File: src/ixl_pkg.sv
// Package for the index and logic datapath: formats, opcodes, timing
package ixl_pkg;
  localparam int WORD_W   = 36;
  localparam int FIELD_W  = 15;
  localparam int OP_W     = 13;
  localparam int NUM_XR   = 3;
  // Instruction and word field positions (bit 35 = S, lsb = bit 0)
  localparam int ADDR_LSB = 0;
  localparam int DECR_LSB = 18;
  localparam int TAG_LSB  = 15;
  localparam int OP_LSB   = 23;
  localparam int SIGN_BIT = 35;
  // Cycle counts
  localparam logic [1:0] CYC_ONE   = 2'h1;
  localparam logic [1:0] CYC_TWO   = 2'h2;
  localparam logic [1:0] CYC_THREE = 2'h3;
  localparam logic [WORD_W-1:0] WORD_RST = 36'h0;
  localparam logic [FIELD_W-1:0] XR_RST  = 15'h0;
  // Opcodes: sign bit followed by the 12-bit octal code
  localparam logic [OP_W-1:0] OP_MEM_ADDR_X   = 13'h015c; // +0534
  localparam logic [OP_W-1:0] OP_MEM_DECR_X   = 13'h115c; // -0534
  localparam logic [OP_W-1:0] OP_MEM_ADDR_NX  = 13'h015d; // +0535
  localparam logic [OP_W-1:0] OP_MEM_DECR_NX  = 13'h115d; // -0535
  localparam logic [OP_W-1:0] OP_IMM_X        = 13'h01fc; // +0774
  localparam logic [OP_W-1:0] OP_IMM_NX       = 13'h11fc; // -0774
  localparam logic [OP_W-1:0] OP_AC_ADDR_X    = 13'h01dc; // +0734
  localparam logic [OP_W-1:0] OP_AC_ADDR_NX   = 13'h01df; // +0737
  localparam logic [OP_W-1:0] OP_AC_DECR_X    = 13'h11dc; // -0734
  localparam logic [OP_W-1:0] OP_AC_DECR_NX   = 13'h11df; // -0737
  localparam logic [OP_W-1:0] OP_X_MEM_ADDR   = 13'h019c; // +0634
  localparam logic [OP_W-1:0] OP_X_MEM_DECR   = 13'h119c; // -0634
  localparam logic [OP_W-1:0] OP_X_AC_ADDR    = 13'h0194; // +0624
  localparam logic [OP_W-1:0] OP_X_AC_DECR    = 13'h1194; // -0624
  localparam logic [OP_W-1:0] OP_OR_MEM_AC    = 13'h11f1; // -0761
  localparam logic [OP_W-1:0] OP_OR_AC_MEM    = 13'h1182; // -0602
  localparam logic [OP_W-1:0] OP_AND_MEM_AC   = 13'h0140; // +0500

  typedef enum logic [2:0] {
    IXL_IDLE  = 3'b000,
    IXL_READ  = 3'b001,
    IXL_WRITE = 3'b011,
    IXL_WAIT  = 3'b010,
    IXL_DONE  = 3'b110
  } ixl_state_e;

  // Accumulator: S, Q and the 36-bit body; sgn is S
  typedef struct packed {
    logic              sgn;
    logic              q;
    logic [WORD_W-1:0] body;
  } ixl_acc_s;

  typedef struct packed {
    logic              req;
    logic              we;
    logic [FIELD_W-1:0] addr;
    logic [WORD_W-1:0] wdata;
  } ixl_mem_req_s;
endpackage

File: src/ixl_xr_sel.sv
// Index register combiner: OR of all registers chosen by the tag
`timescale 1ns/100ps
`default_nettype none
module ixl_xr_sel (
  input  wire logic [ixl_pkg::NUM_XR*ixl_pkg::FIELD_W-1:0] xr_flat,
  input  wire logic [ixl_pkg::NUM_XR-1:0]                  tag,
  output logic      [ixl_pkg::FIELD_W-1:0]                 value
);
  logic [ixl_pkg::FIELD_W-1:0] part [ixl_pkg::NUM_XR+1];
  assign part[0] = '0;
  genvar g;
  generate
    for (g = 0; g < ixl_pkg::NUM_XR; g++) begin : g_or
      assign part[g+1] = part[g] |
        (tag[g] ? xr_flat[g*ixl_pkg::FIELD_W +: ixl_pkg::FIELD_W] : '0);
    end
  endgenerate
  assign value = part[ixl_pkg::NUM_XR];
endmodule
`default_nettype wire

File: src/ixl_field_neg.sv
// Field conditioner: true or two's complement of a 15-bit field
`timescale 1ns/100ps
`default_nettype none
module ixl_field_neg (
  input  wire logic [ixl_pkg::FIELD_W-1:0] field_in,
  input  wire logic                        negate,
  output logic      [ixl_pkg::FIELD_W-1:0] field_out
);
  assign field_out = negate ? ixl_pkg::FIELD_W'(~field_in + 1'b1) : field_in;
endmodule
`default_nettype wire

File: src/ixl_datapath.sv
// Index transfer and OR/AND execution datapath with storage port
// Contract
// - Multiple index reads are OR-combined
// - Loads write every selected index register
// - Operands are 15-bit address or decrement fields
// - Storage address to index, two cycles
// - Storage decrement to index
// - Negated storage address to index, two cycles
// - Negated storage decrement to index, two cycles
// - Instruction address to index, one cycle
// - Negated instruction address to index, one cycle
// - Accumulator address, true or negated, one cycle
// - Accumulator decrement to index, one cycle
// - Negated accumulator decrement to index
// - Index into storage address field only
// - Index into storage decrement field only
// - Zero tag stores zeros
// - Clear accumulator, index into address field
// - Clear accumulator, index into decrement field
// - Logic is 36-bit, P replaces sign
// - OR storage into accumulator, two cycles
// - OR accumulator into storage, write back
// - AND into accumulator, clear S Q, three
`timescale 1ns/100ps
`default_nettype none
module ixl_datapath (
  input  wire logic                                       clk_sys,
  input  wire logic                                       arst_n,
  input  wire logic                                       start,
  input  wire logic [ixl_pkg::WORD_W-1:0]                 instr,
  input  wire logic                                       mem_ack,
  input  wire logic [ixl_pkg::WORD_W-1:0]                 mem_rdata,
  input  wire logic                                       acc_load,
  input  wire ixl_pkg::ixl_acc_s                          acc_in,
  output ixl_pkg::ixl_mem_req_s                           mem_req,
  output ixl_pkg::ixl_acc_s                               acc,
  output logic [ixl_pkg::NUM_XR*ixl_pkg::FIELD_W-1:0]     xr_out,
  output logic                                            busy,
  output logic                                            done,
  output logic                                            illegal
);
  localparam int FW = ixl_pkg::FIELD_W;
  localparam int AL = ixl_pkg::ADDR_LSB;
  localparam int DL = ixl_pkg::DECR_LSB;

  ixl_pkg::ixl_state_e state_r;
  ixl_pkg::ixl_state_e state_nxt;
  ixl_pkg::ixl_acc_s   acc_r;
  ixl_pkg::ixl_mem_req_s mem_req_r;
  logic [ixl_pkg::WORD_W-1:0] instr_r;
  logic [ixl_pkg::WORD_W-1:0] opnd_r;
  logic [FW-1:0]              xr_r [ixl_pkg::NUM_XR];
  logic [ixl_pkg::NUM_XR*FW-1:0] xr_flat;
  logic [1:0]                 cnt_r;
  logic                       done_r;
  logic                       illegal_r;
  logic                       busy_r;

  logic [ixl_pkg::OP_W-1:0]   op;
  logic [ixl_pkg::NUM_XR-1:0] tag;
  logic [FW-1:0]              y_addr;
  logic [FW-1:0]              xr_val;
  logic [FW-1:0]              ld_src;
  logic [FW-1:0]              ld_val;
  logic                       ld_neg;
  logic                       is_mem;
  logic                       is_known;
  logic [1:0]                 op_cycles;
  logic                       xr_we;
  logic                       last;

  assign op     = instr_r[ixl_pkg::OP_LSB +: ixl_pkg::OP_W];
  assign tag    = instr_r[ixl_pkg::TAG_LSB +: ixl_pkg::NUM_XR];
  assign y_addr = instr_r[AL +: FW];

  genvar g;
  generate
    for (g = 0; g < ixl_pkg::NUM_XR; g++) begin : g_flat
      assign xr_flat[g*FW +: FW] = xr_r[g];
    end
  endgenerate

  ixl_xr_sel u_sel (
    .xr_flat (xr_flat),
    .tag     (tag),
    .value   (xr_val)
  );

  // Load source selection by opcode
  always_comb begin
    ld_src = '0;
    ld_neg = 1'b0;
    case (op)
      ixl_pkg::OP_MEM_ADDR_X:  ld_src = opnd_r[AL +: FW];
      ixl_pkg::OP_MEM_DECR_X:  ld_src = opnd_r[DL +: FW];
      ixl_pkg::OP_MEM_ADDR_NX: begin
        ld_src = opnd_r[AL +: FW];
        ld_neg = 1'b1;
      end
      ixl_pkg::OP_MEM_DECR_NX: begin
        ld_src = opnd_r[DL +: FW];
        ld_neg = 1'b1;
      end
      ixl_pkg::OP_IMM_X:       ld_src = y_addr;
      ixl_pkg::OP_IMM_NX: begin
        ld_src = y_addr;
        ld_neg = 1'b1;
      end
      ixl_pkg::OP_AC_ADDR_X:   ld_src = acc_r.body[AL +: FW];
      ixl_pkg::OP_AC_ADDR_NX: begin
        ld_src = acc_r.body[AL +: FW];
        ld_neg = 1'b1;
      end
      ixl_pkg::OP_AC_DECR_X:   ld_src = acc_r.body[DL +: FW];
      ixl_pkg::OP_AC_DECR_NX: begin
        ld_src = acc_r.body[DL +: FW];
        ld_neg = 1'b1;
      end
      default: begin
        ld_src = '0;
        ld_neg = 1'b0;
      end
    endcase
  end

  ixl_field_neg u_neg (
    .field_in  (ld_src),
    .negate    (ld_neg),
    .field_out (ld_val)
  );

  // Classification and cycle budget
  always_comb begin
    is_mem    = 1'b0;
    is_known  = 1'b1;
    xr_we     = 1'b0;
    op_cycles = ixl_pkg::CYC_ONE;
    case (op)
      ixl_pkg::OP_MEM_ADDR_X, ixl_pkg::OP_MEM_DECR_X,
      ixl_pkg::OP_MEM_ADDR_NX, ixl_pkg::OP_MEM_DECR_NX: begin
        is_mem    = 1'b1;
        xr_we     = 1'b1;
        op_cycles = ixl_pkg::CYC_TWO;
      end
      ixl_pkg::OP_IMM_X, ixl_pkg::OP_IMM_NX,
      ixl_pkg::OP_AC_ADDR_X, ixl_pkg::OP_AC_ADDR_NX,
      ixl_pkg::OP_AC_DECR_X, ixl_pkg::OP_AC_DECR_NX: begin
        xr_we = 1'b1;
      end
      ixl_pkg::OP_X_AC_ADDR, ixl_pkg::OP_X_AC_DECR: begin
        xr_we = 1'b0;
      end
      ixl_pkg::OP_X_MEM_ADDR, ixl_pkg::OP_X_MEM_DECR,
      ixl_pkg::OP_OR_MEM_AC, ixl_pkg::OP_OR_AC_MEM: begin
        is_mem    = 1'b1;
        op_cycles = ixl_pkg::CYC_TWO;
      end
      ixl_pkg::OP_AND_MEM_AC: begin
        is_mem    = 1'b1;
        op_cycles = ixl_pkg::CYC_THREE;
      end
      default: begin
        is_known = 1'b0;
      end
    endcase
  end

  assign last = (cnt_r == op_cycles);

  // Sequencer
  always_comb begin
    state_nxt = state_r;
    case (state_r)
      ixl_pkg::IXL_IDLE: begin
        if (start) begin
          state_nxt = ixl_pkg::IXL_READ;
        end
      end
      ixl_pkg::IXL_READ: begin
        if (!is_known) begin
          state_nxt = ixl_pkg::IXL_DONE;
        end else if (!is_mem) begin
          state_nxt = ixl_pkg::IXL_WAIT;
        end else if (mem_ack) begin
          state_nxt = ixl_pkg::IXL_WRITE;
        end
      end
      ixl_pkg::IXL_WRITE: begin
        if (!mem_req_r.we || mem_ack) begin
          state_nxt = ixl_pkg::IXL_WAIT;
        end
      end
      ixl_pkg::IXL_WAIT: begin
        if (last) begin
          state_nxt = ixl_pkg::IXL_DONE;
        end
      end
      ixl_pkg::IXL_DONE: state_nxt = ixl_pkg::IXL_IDLE;
      default:           state_nxt = ixl_pkg::IXL_IDLE;
    endcase
  end

  always_ff @(posedge clk_sys or negedge arst_n) begin
    if (!arst_n) begin
      state_r <= ixl_pkg::IXL_IDLE;
    end else begin
      state_r <= state_nxt;
    end
  end

  // Instruction latch and cycle counter
  always_ff @(posedge clk_sys or negedge arst_n) begin
    if (!arst_n) begin
      instr_r <= ixl_pkg::WORD_RST;
      cnt_r   <= 2'h0;
    end else if (state_r == ixl_pkg::IXL_IDLE && start) begin
      instr_r <= instr;
      cnt_r   <= ixl_pkg::CYC_ONE;
    end else if (state_r == ixl_pkg::IXL_WAIT && !last) begin
      cnt_r   <= cnt_r + 2'h1;
    end else if (state_r == ixl_pkg::IXL_WRITE && cnt_r != op_cycles) begin
      cnt_r   <= cnt_r + 2'h1;
    end
  end

  // Storage port: one read, then at most one write of the same word
  always_ff @(posedge clk_sys or negedge arst_n) begin
    if (!arst_n) begin
      mem_req_r <= '0;
      opnd_r    <= ixl_pkg::WORD_RST;
    end else if (state_r == ixl_pkg::IXL_IDLE && start) begin
      mem_req_r.req  <= 1'b1;
      mem_req_r.we   <= 1'b0;
      mem_req_r.addr <= instr[AL +: FW];
    end else if (state_r == ixl_pkg::IXL_READ && (!is_mem || !is_known)) begin
      mem_req_r.req <= 1'b0;
    end else if (state_r == ixl_pkg::IXL_READ && mem_ack) begin
      opnd_r <= mem_rdata;
      mem_req_r.we  <= 1'b0;
      mem_req_r.req <= 1'b0;
      mem_req_r.wdata <= mem_rdata;
      if (op == ixl_pkg::OP_X_MEM_ADDR) begin
        mem_req_r.req <= 1'b1;
        mem_req_r.we  <= 1'b1;
        mem_req_r.wdata[AL +: FW] <= xr_val;
      end else if (op == ixl_pkg::OP_X_MEM_DECR) begin
        mem_req_r.req <= 1'b1;
        mem_req_r.we  <= 1'b1;
        mem_req_r.wdata[DL +: FW] <= xr_val;
      end else if (op == ixl_pkg::OP_OR_AC_MEM) begin
        mem_req_r.req <= 1'b1;
        mem_req_r.we  <= 1'b1;
        mem_req_r.wdata <= mem_rdata | acc_r.body;
      end
    end else if (state_r == ixl_pkg::IXL_WRITE && mem_ack) begin
      mem_req_r.req <= 1'b0;
      mem_req_r.we  <= 1'b0;
    end
  end

  // Index registers
  generate
    for (g = 0; g < ixl_pkg::NUM_XR; g++) begin : g_xr
      always_ff @(posedge clk_sys or negedge arst_n) begin
        if (!arst_n) begin
          xr_r[g] <= ixl_pkg::XR_RST;
        end else if (state_r == ixl_pkg::IXL_WAIT && last && xr_we &&
                     tag[g]) begin
          xr_r[g] <= ld_val;
        end
      end
    end
  endgenerate

  // Accumulator; P is the top of body and pairs with storage sign
  always_ff @(posedge clk_sys or negedge arst_n) begin
    if (!arst_n) begin
      acc_r <= '0;
    end else if (state_r == ixl_pkg::IXL_IDLE && acc_load) begin
      acc_r <= acc_in;
    end else if (state_r == ixl_pkg::IXL_WAIT && last) begin
      case (op)
        ixl_pkg::OP_X_AC_ADDR: begin
          acc_r <= '0;
          acc_r.body[AL +: FW] <= xr_val;
        end
        ixl_pkg::OP_X_AC_DECR: begin
          acc_r <= '0;
          acc_r.body[DL +: FW] <= xr_val;
        end
        ixl_pkg::OP_OR_MEM_AC: begin
          acc_r.body <= acc_r.body | opnd_r;
        end
        ixl_pkg::OP_AND_MEM_AC: begin
          acc_r.body <= acc_r.body & opnd_r;
          acc_r.sgn  <= 1'b0;
          acc_r.q    <= 1'b0;
        end
        default: acc_r <= acc_r;
      endcase
    end
  end

  always_ff @(posedge clk_sys or negedge arst_n) begin
    if (!arst_n) begin
      done_r    <= 1'b0;
      illegal_r <= 1'b0;
      busy_r    <= 1'b0;
    end else begin
      // Busy registered from next state so the port comes from a flop
      busy_r    <= (state_nxt != ixl_pkg::IXL_IDLE);
      done_r    <= (state_nxt == ixl_pkg::IXL_DONE);
      illegal_r <= (state_r == ixl_pkg::IXL_READ) ? !is_known : 1'b0;
    end
  end

  assign mem_req = mem_req_r;
  assign acc     = acc_r;
  assign xr_out  = xr_flat;
  assign busy    = busy_r;
  assign done    = done_r;
  assign illegal = illegal_r;
endmodule
`default_nettype wire

File: config.mk
export PLATFORM = sky130hd
export DESIGN_NAME = ixl_datapath
export DESIGN_NICKNAME = d
export VERILOG_FILES = /design/src/ixl_pkg.sv /design/src/ixl_xr_sel.sv /design/src/ixl_field_neg.sv /design/src/ixl_datapath.sv
export SDC_FILE = /design/constraint.sdc
export NUM_CORES = 1
export LEC_CHECK = 0
export BUFFER_PORTS_ARGS = -buffer_cell sky130_fd_sc_hd__buf_2
export CAP_MARGIN = 20
export CELL_PAD_IN_SITES_DETAIL_PLACEMENT = 1
export CELL_PAD_IN_SITES_GLOBAL_PLACEMENT = 1
export CORE_ASPECT_RATIO = 2
export CORE_MARGIN = 3
export CORE_UTILIZATION = 41
export DETAILED_ROUTE_END_ITERATION = 10
export GPL_ROUTABILITY_DRIVEN = 0
export PLACE_DENSITY = 0.8
export REMOVE_ABC_BUFFERS = 1
export SYNTH_ARGS = -nofsm -noshare
export SYNTH_HDL_FRONTEND = slang
export SYNTH_SLANG_ARGS = --single-unit
File: constraint.sdc
create_clock -name clk_sys -period 4.05 [get_ports clk_sys]
set_clock_uncertainty 0.15 [all_clocks]
set_input_delay 0.405 -clock clk_sys [delete_from_list [all_inputs] [get_ports clk_sys]]
set_output_delay 0.405 -clock clk_sys [all_outputs]
set_load 0.005 [all_outputs]
==> impl_metrics.yaml <==
run_status:
  status: "finished, final reports clean"
critical_path:
  worst_setup_ep_type: "flop"
  worstPathMaxFanout: 19
  worstPathBufferInverterCount: 2
  r2r_slack_ps: 300
  cp_slowest_stage_delay_ps: 730
  critical_path.startpoint_type: "flop"
  critPathArrivalTime_ps: 3930
  r2r_start: "instr_r[35]"
  worst_r2r_end: "xr_out[13]"
  cp_data_required_time_ps: 4230
  critical-path-top-cell-by-count: "sky130_fd_sc_hd__buf_4"
  cp_top_family: "compound AO/OA/AOI/OAI gates"
  setup.worst_path.class: "flop to flop"
  slowest_stage: "sky130_fd_sc_hd__dfrtp_1"
  worst_r2r_path_depth: 10
  timing.critical_path.cells: "buf_4 > buf_4 > mux2_2 > nor4_1 > nor2_1 > a221oi_1 > nand4_1 > o31ai_1 > xor2_1 > o21ai_0"
drt:
  drt_iter0_drc: 860
  final_antenna_net_count: 0
  wire_per_inst_um: 23.4
  dr_total_vias: 10420
  first_pass_iteration_count_of_the_detailed_router: 6
  drt-total-wl_um: 41500
  post-route-drc-count: 0
  routed_via_density: 5.89
yosys:
  synthMuxAreaShare: 0.0843
  sequential_fraction_of_the_synthesis_area: 0.459
  synth_xor_area_frac: 0.0131
  synth.lib_cells_used.distinct: 65
  dominantRegCellSynth: "sky130_fd_sc_hd__dfrtp_1"
  netlist_instances: 1190
  synth_top_family_by_area: "compound AO/OA/AOI/OAI gates"
  ys_seq_elements: 196
  netlist_area_mm2: 0.0107
  yosys-top-cells-count: "304 x sky130_fd_sc_hd__nand2_1, 196 x sky130_fd_sc_hd__dfrtp_1, 148 x sky130_fd_sc_hd__o21ai_0"
  synthDominantCellAreaShare: 0.459
  postSynthAreaPerCell_um2: 8.97
  ys_warn_count: 0
  ys_top_cells_by_area: "sky130_fd_sc_hd__dfrtp_1 46%, sky130_fd_sc_hd__nand2_1 11%, sky130_fd_sc_hd__o21ai_0 6.9%"
  postSynth.asyncResetShare: 1.00
  post_synthesis_compound_gate_area_fraction: 0.221
  synthMostInstantiatedCell: "sky130_fd_sc_hd__nand2_1"
  simple_logic_cell_fraction_of_the_synthesized_area: 0.176
  synth_fa_ha_area_frac: 0.00117
  synth_enable_flop_cells: 0
  synthDominantAreaCellType: "sky130_fd_sc_hd__dfrtp_1"
floorplan:
  design.core.area_mm2: 0.0257
  dieArea_mm2: 0.0281
  initial_core_utilization: 0.416
  top_level_ports: 254
  number_of_core_rows: 83
  dieWidth_um: 120
  dieHeight_um: 234
clocking:
  tritoncts.num_buffers: 17
  clock_sinks: 196
  post-cts-setup-buffers: 0
  tritoncts_clock_tree: "done"
  number_of_levels_in_the_clock_h_tree: 4
  clock_latency_ps: 460
  post_cts_resized: 0
  clk_pin_slew_worst_paths_ps: 70
  ctsRootBufferMaster: "sky130_fd_sc_hd__clkbuf_16"
  clock_path_buffers: 2
  cts_hold_repair.buffers: 30
pwr:
  power.density_mw_per_mm2: 516
  power.share.combinational: 0.285
  cellInternalPower_mw: 4.15
  fin_total_pwr_mw: 6.76
  power.clock.fraction: 0.271
  relative_contribution_of_sequential_cells_to_total_power: 0.444
  power.ir.vdd_worst_mv: 0.424
  static-leakage-power_nw: 6.85
  switching_share: 0.386
  switching_power_mw: 2.61
placed_design:
  io_buffers: 248
  pre_cts_ws_ps: 338
  post_dp_cell_area_mm2: 0.0122
  numPlacedInstances: 1704
  dp_hpwl_um: 29600
timing:
  hold_viol: 0
  unrepaired_setup_endpoints_after_global_routing: "no"
  slew_headroom: 0.367
  drv_slew: 0
  min_period_over_period: 0.927
  totalNegativeSetupSlack_ps: 0
  timing.final.setup_violations: 0
  worst_max_slew_pin_slew_ps: 926
  setup_slack_ps: 295
  finalCriticalPeriod_ps: 3750
  timing.fmax_ghz: 0.266
cells_and_area:
  final.fill_count: 3089
  final_cells: 1770
  drive_gt1_frac: 0.276
  register_area_mm2: 0.00490
  area_of_the_multi_input_gates_mm2: 0.00533
  flow.area_growth_from_synthesis_pct: 22.8
  finish.net_count: 1529
  finish.instance_area_mm2: 0.0131
worst_hold_path:
  worstHoldPathType: "input port to flop"
  worst_hold_startpoint: "instr[15]"
  hold_end: "instr_r[15]"
  worstHoldPathCells: 3
grt:
  grt_pass1_wl_um: 62800
  global_route.usage.total: 0.292
  antenna_found_initial: 4
  overflow: 0
  pin_count_of_the_biggest_net_entering_global_routing: 109
  first_global_vias: 11061
run:
  maxCapViolCount: 0
==> through the flow <==
step	hold slack [ps]	util
3_5_place_dp	315	0.475
4_1_cts	9.89	0.511
6_report	26.8	0.511
2_1_floorplan	-40.6	-
3_3_place_gp	307	0.474
5_1_grt	26.9	0.511
==> final cells by class <==
type	instances	share of cell area
antenna	4	0.000763
clock buffer	24	0.0360
clock inverter	8	0.0114
inverter	5	0.00143
multi-input combinational	887	0.406
sequential	196	0.374
tap	340	0.0324
timing repair buffer	306	0.138
==> metal layers <==
metal,vias up,wire [µm],global-route usage
met3,120,1920,0.0468
met5,-,0,0
met4,0,2620,0.184
met2,353,22200,0.538
li1,4726,-,-
met1,5221,14700,0.306
==> how the worst max path moves through the flow <==
stage | cells past startpoint | end | slack (ps) | startpoint
after global routing | 10 | xr_out[13] | 140 | instr_r[35]
final | 10 | xr_out[13] | 300 | instr_r[35]
after global placement | 7 | xr_out[25] | 500 | instr_r[24]
after floorplan | 5 | opnd_r[0] | -4270 | instr_r[35]
after CTS | 11 | xr_out[25] | 340 | instr_r[35]
after detailed placement | 11 | xr_out[25] | 340 | instr_r[35]
==> tightest hold or removal path, stage by stage <==
cell,delay [ps]
sky130_fd_sc_hd__buf_2,90
sky130_fd_sc_hd__nand2_1,50
sky130_fd_sc_hd__nand2_1,60
==> power groups by stage <==
stage / Combinational [mW] / Clock, mW / Sequential [mW]
finish: 1.93 / 1.83 / 3.00
global placement: 1.79 / 0 / 3.00
detailed placement: 1.90 / 0 / 3.02
floorplan: 0.963 / 0 / 2.83
global route: 2.14 / 1.94 / 3.05
CTS: 1.94 / 1.86 / 2.99
==> sequential cells by signal (all words and copies together) (netlist names) <==
register  flops
xr_out       45
acc          38
mem_req      38
opnd_r       36
instr_r      31
state_r       3
cnt_r         2
busy          1
done          1
illegal       1
==> cells by family (layout without fill, tap and decap cells) <==
kind of cell	after synthesis	after routing
other	0	4
XOR/XNOR	16	16
AND/OR/NAND/NOR	426	426
multiplexers	79	79
flip-flops	196	196
buffers and inverters	107	343
AO/OA/AOI/OAI	365	365
adder cells (fa/ha/maj)	1	1
==> cell usage in the layout (no fill, tap or decap), drive strengths merged, types with 5 or more instances in the layout <==
master       netlist  layout
nand2            304     304
buf               40     275
dfrtp            196     196
o21ai            166     166
mux2              68      68
a21oi             46      46
a21o              40      40
a222oi            32      32
nor2              30      30
dlygate4sd3        0      30
clkbuf            62      25
nand3             23      23
a221oi            17      17
a22oi             17      17
nor3              15      15
o31ai             13      13
mux2i             11      11
xnor2             10      10
nand4             10      10
xor2               6       6
and2               5       5
inv                5       5
or2                5       5
a31oi              5       5
or4                5       5
(Power assumes the default switching activity.)
